<file path="src/rtl/pqu_pkg.sv">
package pqu_pkg;

    // instruction classes handed over by the integer pipeline
    typedef enum logic [3:0] {
        op_product_to_general_reg = 4'h0,
        op_signed_product_to_pair = 4'h1,
        op_unsigned_product_to_pair = 4'h2,
        op_signed_product_add = 4'h3,
        op_unsigned_product_add = 4'h4,
        op_signed_product_subtract = 4'h5,
        op_unsigned_product_subtract = 4'h6,
        op_move_from_upper = 4'h7,
        op_move_from_bottom = 4'h8,
        op_move_to_upper = 4'h9,
        op_move_to_bottom = 4'hA,
        op_signed_quotient = 4'hB,
        op_unsigned_quotient = 4'hC
    } pqu_op_t;

    // divider states, gray along idle-adjust-iterate-finish
    typedef enum logic [1:0] {
        div_idle = 2'h0,
        div_adjust = 2'h1,
        div_iterate = 2'h3,
        div_finish = 2'h2
    } pqu_div_state_t;

    localparam int unsigned PQU_WORD_W = 32;
    localparam int unsigned PQU_CHUNK_W = 16;
    localparam logic [1:0] PQU_HOLD_ONE_PASS = 2'h1;
    localparam logic [1:0] PQU_HOLD_TWO_PASS = 2'h2;
    localparam logic [5:0] PQU_DIV_LEFT_UNKNOWN = 6'h3F;
    localparam logic [5:0] PQU_DIV_READY_LEFT = 6'h03;
    localparam logic [5:0] PQU_DIV_TAIL = 6'h02;
    localparam logic [5:0] PQU_DIV_BITS_8 = 6'h08;
    localparam logic [5:0] PQU_DIV_BITS_16 = 6'h10;
    localparam logic [5:0] PQU_DIV_BITS_24 = 6'h18;
    localparam logic [5:0] PQU_DIV_BITS_32 = 6'h20;

    function automatic logic op_is_signed(input pqu_op_t op);
        return op == op_product_to_general_reg || op == op_signed_product_to_pair ||
            op == op_signed_product_add || op == op_signed_product_subtract ||
            op == op_signed_quotient;
    endfunction

    function automatic logic op_is_product(input pqu_op_t op);
        return op <= op_unsigned_product_subtract;
    endfunction

    function automatic logic op_is_div(input pqu_op_t op);
        return op == op_signed_quotient || op == op_unsigned_quotient;
    endfunction

    // second operand needs two array passes
    function automatic logic op_two_pass(input pqu_op_t op, input logic [31:0] b);
        logic short_op;
        short_op = op_is_signed(op) ? (b[31:15] == 17'h00000 || b[31:15] == 17'h1FFFF)
                                    : (b[31:16] == 16'h0000);
        return op_is_product(op) && !short_op;
    endfunction

endpackage

</file>
<file path="src/rtl/pqu_mul_pass.sv">
// one pass through the 32x16 array, sign-extended to 64 bits
module pqu_mul_pass (
    // operands
    input wire logic [31:0] op_a,
    input wire logic a_signed,
    input wire logic [15:0] chunk,
    input wire logic chunk_signed,
    // product
    output logic [63:0] product
);

    logic signed [32:0] x;
    logic signed [16:0] y;
    logic signed [49:0] p;

    always_comb begin
        x = {a_signed & op_a[31], op_a};
        y = {chunk_signed & chunk[15], chunk};
        p = x * y;
        product = {{14{p[49]}}, p};
    end

endmodule

</file>
<file path="src/rtl/pqu_divider.sv">
// one quotient bit per clock with early dividend-width detection
module pqu_divider (
    // clock and reset
    input wire logic clock,
    input wire logic rst_b,
    // request
    input wire logic start,
    input wire logic is_signed,
    input wire logic [31:0] dividend,
    input wire logic [31:0] divisor,
    // progress and result
    output logic busy,
    output logic done,
    output logic [5:0] left,
    output logic [31:0] quotient,
    output logic [31:0] remainder
);

    typedef struct packed {
        pqu_pkg::pqu_div_state_t st;
        logic [5:0] left;
        logic sgn;
        logic neg_q;
        logic neg_r;
        logic sadj;
        logic [32:0] rem;
        logic [31:0] quo;
        logic [31:0] dvs;
    } pqu_div_reg_t;

    pqu_div_reg_t s_r;
    pqu_div_reg_t s_nxt;

    logic [31:0] da;
    logic [31:0] db;
    logic [5:0] nbits;
    logic [5:0] sh;
    logic [32:0] trial;

    always_comb begin
        s_nxt = s_r;
        da = s_r.neg_r ? 32'h0 - s_r.quo : s_r.quo;
        db = (s_r.sgn && s_r.dvs[31]) ? 32'h0 - s_r.dvs : s_r.dvs;
        if (da[31:8] == 24'h000000) begin
            nbits = pqu_pkg::PQU_DIV_BITS_8;
        end else if (da[31:16] == 16'h0000) begin
            nbits = pqu_pkg::PQU_DIV_BITS_16;
        end else if (da[31:24] == 8'h00) begin
            nbits = pqu_pkg::PQU_DIV_BITS_24;
        end else begin
            nbits = pqu_pkg::PQU_DIV_BITS_32;
        end
        sh = pqu_pkg::PQU_DIV_BITS_32 - nbits;
        trial = {s_r.rem[31:0], s_r.quo[31]};
        done = s_r.st == pqu_pkg::div_finish && s_r.left == 6'h01;
        case (s_r.st)
            pqu_pkg::div_adjust: begin
                // skipped leading zero bits cost no iterations
                s_nxt.quo = da << sh[4:0];
                s_nxt.dvs = db;
                s_nxt.rem = 33'h0;
                s_nxt.left = nbits + 6'h01 + {5'h00, s_r.sadj};
                s_nxt.st = pqu_pkg::div_iterate;
            end
            pqu_pkg::div_iterate: begin
                if (trial >= {1'b0, s_r.dvs}) begin
                    s_nxt.rem = trial - {1'b0, s_r.dvs};
                    s_nxt.quo = {s_r.quo[30:0], 1'b1};
                end else begin
                    s_nxt.rem = trial;
                    s_nxt.quo = {s_r.quo[30:0], 1'b0};
                end
                s_nxt.left = s_r.left - 6'h01;
                if (s_r.left == pqu_pkg::PQU_DIV_TAIL + {5'h00, s_r.sadj}) begin
                    s_nxt.st = pqu_pkg::div_finish;
                end
            end
            pqu_pkg::div_finish: begin
                // remainder adjust, then sign adjust when needed
                s_nxt.left = s_r.left - 6'h01;
                if (done) begin
                    s_nxt.st = pqu_pkg::div_idle;
                end
            end
            default: begin
                s_nxt.st = pqu_pkg::div_idle;
            end
        endcase
        if (start && (s_r.st == pqu_pkg::div_idle || done)) begin
            s_nxt.st = pqu_pkg::div_adjust;
            s_nxt.left = pqu_pkg::PQU_DIV_LEFT_UNKNOWN;
            s_nxt.sgn = is_signed;
            s_nxt.quo = dividend;
            s_nxt.dvs = divisor;
            s_nxt.neg_q = is_signed & (dividend[31] ^ divisor[31]);
            s_nxt.neg_r = is_signed & dividend[31];
            s_nxt.sadj = is_signed & (dividend[31] | divisor[31]);
        end
        busy = s_r.st != pqu_pkg::div_idle;
        left = s_r.left;
        quotient = s_r.neg_q ? 32'h0 - s_r.quo : s_r.quo;
        remainder = s_r.neg_r ? 32'h0 - s_r.rem[31:0] : s_r.rem[31:0];
    end

    always_ff @(posedge clock or negedge rst_b) begin
        if (!rst_b) begin
            s_r <= '0;
        end else begin
            s_r <= s_nxt;
        end
    end

endmodule

</file>
<file path="src/rtl/pqu_unit.sv">
// Contract
// - targeted product goes to register file
// - accumulate adds, subtract variants subtract product
// - other products write pair; integer continues
// - move-from waits until result available
// - unit pipeline never stalls with integer
// - size from second operand; one/two passes
// - short every clock, long every other
// - divide one bit per clock, early detection
// - any unit op waits for divide
// - latency 1 short, 2 long operand
// - unsigned divide latency 9/17/25/33
// - signed divide one more unless positive
// - move-from to integer latency two; code writes it three cycles after issue, like a short targeted product
// - move-to then accumulate needs no stall
// - targeted product stalls integer one/two cycles
// - dependent next instruction adds one stall
// - back-to-back accumulate repeat 1 or 2
// - computation starts at end of execute
// - long product spends two multiply cycles
// - unit runs decoupled; results to pair
// - pair written in unit writeback stage
// - early detection skips 7/15/23 iterations; code skips 24/16/8 for 8/16/24-bit dividends
module pqu_unit #(
    parameter int unsigned WORD_W = 32
) (
    // clock and reset
    input wire logic clock,
    input wire logic rst_b,
    // issue from the integer pipeline, end of execute
    input wire logic issue_valid,
    input wire pqu_pkg::pqu_op_t issue_op,
    input wire logic [31:0] src_primary,
    input wire logic [31:0] src_second,
    input wire logic consumer_dep,
    // issue control back to the integer pipeline
    output logic issue_ready,
    output logic int_hold,
    // register file result
    output logic gpr_wr_valid,
    output logic [31:0] gpr_wr_data,
    // pair contents and status
    output logic [31:0] upper_result,
    output logic [31:0] bottom_result,
    output logic div_busy
);

    if (WORD_W != pqu_pkg::PQU_WORD_W) begin : g_width_check
        $error("pqu_unit supports a 32-bit word only");
    end

    typedef struct packed {
        logic ready;
        logic hold;
        logic [1:0] hold_left;
        logic dep_done;
        logic m_valid;
        pqu_pkg::pqu_op_t m_op;
        logic [31:0] m_a;
        logic [31:0] m_b;
        logic m_two;
        logic m_pass;
        logic [63:0] m_acc;
        logic a_valid;
        pqu_pkg::pqu_op_t a_op;
        logic [63:0] a_prod;
        logic [31:0] a_data;
        logic w_valid;
        logic [63:0] w_pair;
        logic gpr_valid;
        logic [31:0] gpr_data;
        logic [63:0] pair;
        logic pend_valid;
        logic pend_signed;
        logic [31:0] pend_a;
        logic [31:0] pend_b;
        logic div_busy;
    } pqu_unit_reg_t;

    pqu_unit_reg_t s_r;
    pqu_unit_reg_t s_nxt;

    logic take;
    logic take_two;
    logic take_div;
    logic m_sgn;
    logic [15:0] chunk;
    logic chunk_sgn;
    logic [63:0] pass_prod;
    logic [63:0] full_prod;
    logic [63:0] base;
    logic [63:0] a_result;
    logic dv_busy;
    logic dv_done;
    logic [5:0] dv_left;
    logic [31:0] dv_quo;
    logic [31:0] dv_rem;
    logic dv_free;
    logic dv_start;
    logic dv_signed;
    logic [31:0] dv_a;
    logic [31:0] dv_b;

    pqu_mul_pass u_pass (
        .op_a(s_r.m_a),
        .a_signed(m_sgn),
        .chunk(chunk),
        .chunk_signed(chunk_sgn),
        .product(pass_prod)
    );

    pqu_divider u_div (
        .clock(clock),
        .rst_b(rst_b),
        .start(dv_start),
        .is_signed(dv_signed),
        .dividend(dv_a),
        .divisor(dv_b),
        .busy(dv_busy),
        .done(dv_done),
        .left(dv_left),
        .quotient(dv_quo),
        .remainder(dv_rem)
    );

    // multiply stage operand selection
    always_comb begin
        m_sgn = pqu_pkg::op_is_signed(s_r.m_op);
        chunk = s_r.m_pass ? s_r.m_b[31:16] : s_r.m_b[15:0];
        // low half of a two-pass product is always unsigned
        chunk_sgn = m_sgn && (s_r.m_pass || !s_r.m_two);
        if (s_r.m_pass) begin
            full_prod = s_r.m_acc + {pass_prod[47:0], 16'h0000};
        end else begin
            full_prod = pass_prod;
        end
    end

    // divider start: straight from issue, or from the waiting slot
    always_comb begin
        take = issue_valid && s_r.ready;
        take_two = take && pqu_pkg::op_two_pass(issue_op, src_second);
        take_div = take && pqu_pkg::op_is_div(issue_op);
        dv_free = !dv_busy || dv_done;
        if (s_r.pend_valid) begin
            dv_start = dv_free;
            dv_signed = s_r.pend_signed;
            dv_a = s_r.pend_a;
            dv_b = s_r.pend_b;
        end else begin
            dv_start = take_div && dv_free;
            dv_signed = issue_op == pqu_pkg::op_signed_quotient;
            dv_a = src_primary;
            dv_b = src_second;
        end
    end

    // align stage: carry-propagate add against the bypassed pair
    always_comb begin
        base = s_r.w_valid ? s_r.w_pair : s_r.pair;
        a_result = base;
        case (s_r.a_op)
            pqu_pkg::op_signed_product_to_pair,
            pqu_pkg::op_unsigned_product_to_pair: begin
                a_result = s_r.a_prod;
            end
            pqu_pkg::op_signed_product_add,
            pqu_pkg::op_unsigned_product_add: begin
                a_result = base + s_r.a_prod;
            end
            pqu_pkg::op_signed_product_subtract,
            pqu_pkg::op_unsigned_product_subtract: begin
                a_result = base - s_r.a_prod;
            end
            pqu_pkg::op_move_to_upper: begin
                a_result = {s_r.a_data, base[31:0]};
            end
            pqu_pkg::op_move_to_bottom: begin
                a_result = {base[63:32], s_r.a_data};
            end
            default: begin
                a_result = base;
            end
        endcase
    end

    always_comb begin
        s_nxt = s_r;

        // multiply stage; no integer stall input reaches it
        if (s_r.m_valid && s_r.m_two && !s_r.m_pass) begin
            s_nxt.m_pass = 1'b1;
            s_nxt.m_acc = pass_prod;
            s_nxt.a_valid = 1'b0;
        end else begin
            s_nxt.a_valid = s_r.m_valid;
            s_nxt.a_op = s_r.m_op;
            s_nxt.a_prod = full_prod;
            s_nxt.a_data = s_r.m_a;
            s_nxt.m_valid = 1'b0;
            s_nxt.m_pass = 1'b0;
        end
        if (take && !pqu_pkg::op_is_div(issue_op)) begin
            s_nxt.m_valid = 1'b1;
            s_nxt.m_op = issue_op;
            s_nxt.m_a = src_primary;
            s_nxt.m_b = src_second;
            s_nxt.m_two = take_two;
            s_nxt.m_pass = 1'b0;
        end

        // writeback stage
        s_nxt.w_valid = s_r.a_valid;
        s_nxt.w_pair = a_result;
        s_nxt.gpr_valid = 1'b0;
        if (s_r.a_valid) begin
            case (s_r.a_op)
                pqu_pkg::op_product_to_general_reg: begin
                    s_nxt.gpr_valid = 1'b1;
                    s_nxt.gpr_data = s_r.a_prod[31:0];
                end
                pqu_pkg::op_move_from_upper: begin
                    s_nxt.gpr_valid = 1'b1;
                    s_nxt.gpr_data = base[63:32];
                end
                pqu_pkg::op_move_from_bottom: begin
                    s_nxt.gpr_valid = 1'b1;
                    s_nxt.gpr_data = base[31:0];
                end
                default: begin
                    s_nxt.gpr_valid = 1'b0;
                end
            endcase
        end

        // pair: unit writeback, or a finished divide
        if (s_r.w_valid) begin
            s_nxt.pair = s_r.w_pair;
        end else if (dv_done) begin
            s_nxt.pair = {dv_rem, dv_quo};
        end

        // waiting divide slot
        if (s_r.pend_valid && dv_free) begin
            s_nxt.pend_valid = 1'b0;
        end
        if (take_div && !dv_start) begin
            s_nxt.pend_valid = 1'b1;
            s_nxt.pend_signed = issue_op == pqu_pkg::op_signed_quotient;
            s_nxt.pend_a = src_primary;
            s_nxt.pend_b = src_second;
        end

        // issue gate: long products every other clock, divides block all
        if (dv_start || take_div || s_nxt.pend_valid) begin
            s_nxt.ready = 1'b0;
        end else if (take_two) begin
            s_nxt.ready = 1'b0;
        end else if (dv_busy) begin
            s_nxt.ready = dv_left <= pqu_pkg::PQU_DIV_READY_LEFT;
        end else begin
            s_nxt.ready = 1'b1;
        end
        s_nxt.div_busy = dv_start || (dv_busy && !dv_done);

        // integer hold for the targeted product's write slot
        if (take && issue_op == pqu_pkg::op_product_to_general_reg) begin
            s_nxt.hold_left = take_two ? pqu_pkg::PQU_HOLD_TWO_PASS
                                       : pqu_pkg::PQU_HOLD_ONE_PASS;
            s_nxt.dep_done = 1'b0;
        end else if (s_r.hold_left != 2'h0) begin
            if (s_r.hold_left == 2'h1 && consumer_dep && !s_r.dep_done) begin
                s_nxt.dep_done = 1'b1;
            end else begin
                s_nxt.hold_left = s_r.hold_left - 2'h1;
            end
        end
        s_nxt.hold = s_nxt.hold_left != 2'h0;
    end

    always_ff @(posedge clock or negedge rst_b) begin
        if (!rst_b) begin
            s_r <= '0;
        end else begin
            s_r <= s_nxt;
        end
    end

    always_comb begin
        issue_ready = s_r.ready;
        int_hold = s_r.hold;
        gpr_wr_valid = s_r.gpr_valid;
        gpr_wr_data = s_r.gpr_data;
        upper_result = s_r.pair[63:32];
        bottom_result = s_r.pair[31:0];
        div_busy = s_r.div_busy;
    end

endmodule

</file>
<file path="config.mk">
export PLATFORM = sky130hd
export DESIGN_NAME = pqu_unit
export DESIGN_NICKNAME = d
export VERILOG_FILES = /design/src/rtl/pqu_pkg.sv /design/src/rtl/pqu_mul_pass.sv /design/src/rtl/pqu_divider.sv /design/src/rtl/pqu_unit.sv
export SDC_FILE = /design/constraint.sdc
export NUM_CORES = 2
export LEC_CHECK = 0
export ABC_AREA = 1
export BUFFER_PORTS_ARGS = -buffer_cell sky130_fd_sc_hd__buf_4
export CAP_MARGIN = 20
export CORE_AREA = 2 2 280 338
export DETAILED_ROUTE_END_ITERATION = 7
export DIE_AREA = 0 0 282 340
export PLACE_DENSITY = 0.79
export REMOVE_ABC_BUFFERS = 1
export SLEW_MARGIN = 15
export SYNTH_ARGS = -nofsm -noshare
export SYNTH_HDL_FRONTEND = slang
export SYNTH_SLANG_ARGS = --single-unit
</file>
<file path="constraint.sdc">
create_clock -name clock -period 10.44 [get_ports clock]
set_input_delay 1.566 -clock clock [delete_from_list [all_inputs] [get_ports clock]]
set_output_delay 1.566 -clock clock [all_outputs]
set_load 0.01 [all_outputs]
</file>
# Yosys cells after proc, flatten, opt, wreduce, memory -nomap -nowiden
# Index checks and enable logic that the tools add are counted.
# word_totals
output_inout_bits,100
word_cells,204
input_bits,72
ff_bits,564
# op_classes
shifts,1
bitwise_logic,7
n_mul,1
mux,44
n_lt_le_gt_ge,3
n_reduce_logical,72
n_eq_ne,29
n_addsub,13
# ops
operator,count
64-bit two-way mux,6
64-bit case mux with 5 select lines,1
32-bit two-way mux,7
64-bit adder,2
64-bit case mux with 2 select lines,1
32-bit case mux with 3 select lines,1
"1-bit by 32-bit subtractor with 32-bit output, first input constant",3
71-bit two-way mux,1
66-bit two-way mux,1
64-bit subtractor,1
33-bit by 17-bit multiplier with 50-bit output,1
33-bit by 32-bit >= comparator with 1-bit output,1
33-bit two-way mux,1
16-bit zero test,2
32-bit by 5-bit left shift with 32-bit output,1
32-bit subtractor,1
"4-bit by 3-bit equality test with 1-bit output, second input constant",6
"4-bit equality test, second input constant",6
24-bit zero test,1
1-bit logical AND,18
6-bit two-way mux,3
2-bit nonzero test,9
"17-bit equality test, second input constant",1
17-bit zero test,1
36 further kinds,94

# Longest topological paths before layout
# depth
depth_word,12
ltp_mapped,47
depth_no_buf,45

# Cells and area by module
# From an unflattened synthesis, not the netlist that was laid out.
# hier_totals
hier_cells,9952
area_unflattened_um2,66115.9
# by_module_without_submodules
module,area_each_um2,n_inst,seq_area_each_um2,cells_per_inst
pqu_unit,34067.7,1,11761.3,5290
pqu_mul_pass,21433.1,1,0.0,2982
pqu_divider,10615.2,1,2702.6,1680

# Worst setup path after synthesis
# No wires, ideal clock.
# synth_path
path_kind,reg2reg
start,register s_r[394] (netlist name)
end,register s_r[314] (netlist name)
slack_ps,2656
arrival_time_ps,7658
required_ps,10314
synth_period_minus_slack_ps,7784
stages_incl_launch_ff,37
setup_ps,126
path_cell_list,dfrtp_1 > inv_1 > clkbuf_1 > or2_2 > nand2_1 > inv_1 > clkbuf_1 > nand2_1 > fa_1 > inv_1 > fa_1 > inv_1 > fa_1 > inv_1 > fa_1 > inv_1 > fa_1 > inv_1 > fa_1 > ha_1 > a21oi_1 > a21boi_0 > a21boi_0 > o21ai_1 > xnor2_1 > inv_1 > ha_1 > a21oi_1 > o21a_1 > o21ai_0 > a21oi_1 > o21ai_0 > nand2_1 > nand2_1 > or2_2 > nand3_1 > a21oi_1
# synth_via
elab_chain_cells,6
elab_cells_between_ends,9
cone_classes,add/sub (1); mul (1); mux (2); bitwise (1); reduce/logical (4)
# synth_lines
element,line_no,text
"start, declared",pqu_unit.sv:80,pqu_unit_reg_t s_r;
"start signal, assigned",pqu_unit.sv:285,s_r <= s_nxt;
1-bit logical OR,pqu_unit.sv:131,chunk_sgn = m_sgn && (s_r.m_pass || !s_r.m_two);
1-bit logical AND,pqu_unit.sv:131,
1-bit AND,pqu_mul_pass.sv:18,"y = {chunk_signed & chunk[15], chunk};"
33-bit by 17-bit multiplier with 50-bit output (*),pqu_mul_pass.sv:19,p = x * y;
via pass_prod[20],pqu_unit.sv:89,logic [63:0] pass_prod;
64-bit adder (*),pqu_unit.sv:133,"full_prod = s_r.m_acc + {pass_prod[47:0], 16'h0000};"
64-bit two-way mux (*),pqu_unit.sv:132,if (s_r.m_pass) begin
# Mark *: on every way through the listed nets, which the timed path passes. The rest lies on a longest branch.
# A chain may end at the register's enable or synchronous reset.

# Worst setup path after layout
# layout_path
start,register s_r[394] (netlist name)
end,register s_r[324] (netlist name)
# The elaborated chain is that of the path after synthesis.

==> results.cfg <==
[worst_setup_path]
crit_path_start_kind = flip-flop
worstPathRequired_ps = 11020
critical_path.max_stage_delay_ps = 720
critPathKind = reg2reg
crit_slowest_cell = fa_1
worst_ep_arrival_time_ps = 10520
crit_fanout = 18
reg2reg_to = s_r[324]
cp-end-kind = flip-flop
crit_top_cell = nand2_1
r2r-start = s_r[394]
reg2reg_slack_ps = 500
ff2ff_path_depth = 36

[run_status]
violations = DRC
status = finished with violations

[finish]
layout-drive-gt1-share_pct = 5.61
finish.utilization_pct = 68.6
multi_input_area_um2 = 38700
finalNetCount = 9042
syn2layout_area_growth_pct = 6.45
nFillCells = 7765
regArea_um2 = 14100

[yosys]
yosys_warnings = 0
syn_avg_cell_area_um2 = 7.25
synthFlopType = dfrtp_1
synth_top_cell_by_area = dfrtp_1
synthCells = 8258
ys_seq_elements = 564
yosysSeqAreaShare_pct = 23.6
async_flop_share_pct = 100
synth_area_leaders = dfrtp_1 (24%), fa_1 (18%), nand2_1 (11%), inv_1 (8.5%), nor2_1 (5.8%)
synth_top_family_by_area = adder cells
synth-compound-area-share_pct = 15.5
muxShareOfSynthArea_pct = 0.0523
synth_xor_area_share_pct = 3.12
synth_top_cell_area_share_pct = 23.6
synthSimpleGateAreaFrac_pct = 22.2
netlist_area_um2 = 59800
synth-edff-count = 0
ys_types = 59
synth_fa_ha_area_share_pct = 23.7

[drt]
dr_total_vias = 60600
drc = 2
dr.pass1.iters = 8
wire_per_inst_um = 25.7
drtIter0Drc = 8108
antenna_left = 0
viasPerCell = 6.40
totalWireLength_mm = 243

[floorplanning]
start_util_pct = 64.5
rows = 123
die_width_um = 282
fp.dieArea_um2 = 95900
pin_count = 172
die_y_um = 340
core_area_um2 = 92800

[grt]
grt_pass1_vias = 59500
grt_usage_pct = 50.8
grt_max_degree = 164
grt_pass1_wl_mm = 361
antenna_found_initial = 7
grt_overflow_total = 0

[min_path]
min_from = s_nxt[228]
min_to = s_r[228]
hold_class = reg2reg
min_path_cells = 0

[timing]
period_minus_slack_ps = 9940
max_freq_ghz = 0.101
hold_viol = 0
relSlewSlack_pct = 14.8
skew_ps = 31.4
setup_viol = 0
period_share_pct = 95.2
drv_slew = 0
worst_slack_ps = 504
worst_pin_slew_ps = 1280

[clock_tree]
root_buffer = clkbuf_16
clk_path_buf_depth = 3
insertion_delay_ps = 680
cts_tree = yes
cts-buffers-inserted = 60
h-tree-depth = 2
clkTransAtPathRegs_ps = 70
cts.sinks = 564

[place]
dp.final_hpwl_mm = 189
io_buffers = 171
globalplace.congestion = 1.14
dp_worst_setup_slack_ps = 548

[flow_run]
drv_cap = 0
-- state kept, by name, summed over array words and instances (netlist names) --
signal         flops
bottom_result     32
div_busy           1
gpr_wr_data       32
gpr_wr_valid       1
int_hold           1
issue_ready        1
s_nxt              1
s_r              355
u_div.left         6
u_div.s_r        102
upper_result      32
-- per-layer routing --
metal	wire, um	vias to the layer above	global-route usage (%)
li1	-	26000	-
met4	27300	10	43.8
met5	66	-	0
met2	104000	4622	75.8
met3	32000	1495	16.3
met1	79900	28400	59.0
-- repair_timing --
action / CTS / global route
buffers inserted: 0 / 3
setup endpoints to repair: 0 / 10
resized for setup: 0 / 1
hold buffers: 0 / 0
-- final cells by class --
type	instances	share of cell area, %
sequential	564	22.2
timing repair buffer	249	3.02
clock inverter	37	0.839
antenna	6	0.0236
multi-input combinational	5907	60.7
tap	1250	2.46
clock buffer	75	2.62
inverter	1381	8.14
-- cell families (layout without fill, tap and decap cells) --
family	after synthesis	in the layout
and+or+nand+nor	3272	3272
buffers and inverters	1787	1742
AOI/OAI and AO/OA	1612	1612
adders and majority gates	807	807
DFF	564	564
xor gates and xnor gates	213	213
muxes	3	3
other	0	6
-- worst max-delay path: cells and delay by family, from the launching register on --
kind / cells / cell delay, ps
compound gates: 3 / 400
fa+ha+maj: 8 / 4190
simple gates: 16 / 2880
flops: 1 / 540
buf+inv: 8 / 1310
xor+xnor: 1 / 470
-- cell usage after synthesis, types with 26 or more instances --
cell type	instances
nand2_1	1805
inv_1	1350
nor2_1	923
o21ai_0	661
dfrtp_1	564
fa_1	540
a21oi_1	449
nand3_1	303
ha_1	267
clkbuf_1	261
xor2_1	161
buf_4	96
o211ai_1	89
nor3_1	70
o22ai_1	67
a31oi_1	60
nand4_1	52
xnor2_1	52
o221ai_1	49
or2_2	39
buf_1	30
nor4_1	30
a21o_1	29
a22oi_1	27
o21bai_1	26
-- how the worst max path moves through the flow --
stage / startpoint / to / depth (start not counted)
global placement: s_r[394] / s_r[324] / 36
global route: s_r[394] / s_r[324] / 36
floorplan: s_r[394] / s_r[320] / 34
finish: s_r[394] / s_r[324] / 36
CTS: s_r[394] / s_r[324] / 36
detailed placement: s_r[394] / s_r[324] / 36
-- through the flow --
step | cell area, um2 | hold WS [ps] | instances | TNS, ps
after CTS | 63600 | 425 | 9456 | 0
after floorplan | 57900 | 351 | 7852 | 0
after detailed placement | 61400 | 410 | 9344 | 0
after global placement | 61400 | 415 | 9342 | 0
after global routing | 63700 | 445 | 9463 | -8.87
final | 63700 | 420 | 9469 | 0
-- cells in the final DEF (no fill, tap or decap), types with 67 or more instances in the layout --
master,count
nand2_1,1803
inv_1,1348
nor2_1,918
o21ai_0,659
dfrtp_1,562
fa_1,540
a21oi_1,449
nand3_1,303
ha_1,267
buf_4,243
xor2_1,161
o211ai_1,89
nor3_1,69
o22ai_1,67
Power is not shown: default switching activity piles up to over one toggle a cycle in this logic, so the estimate is an artifact.
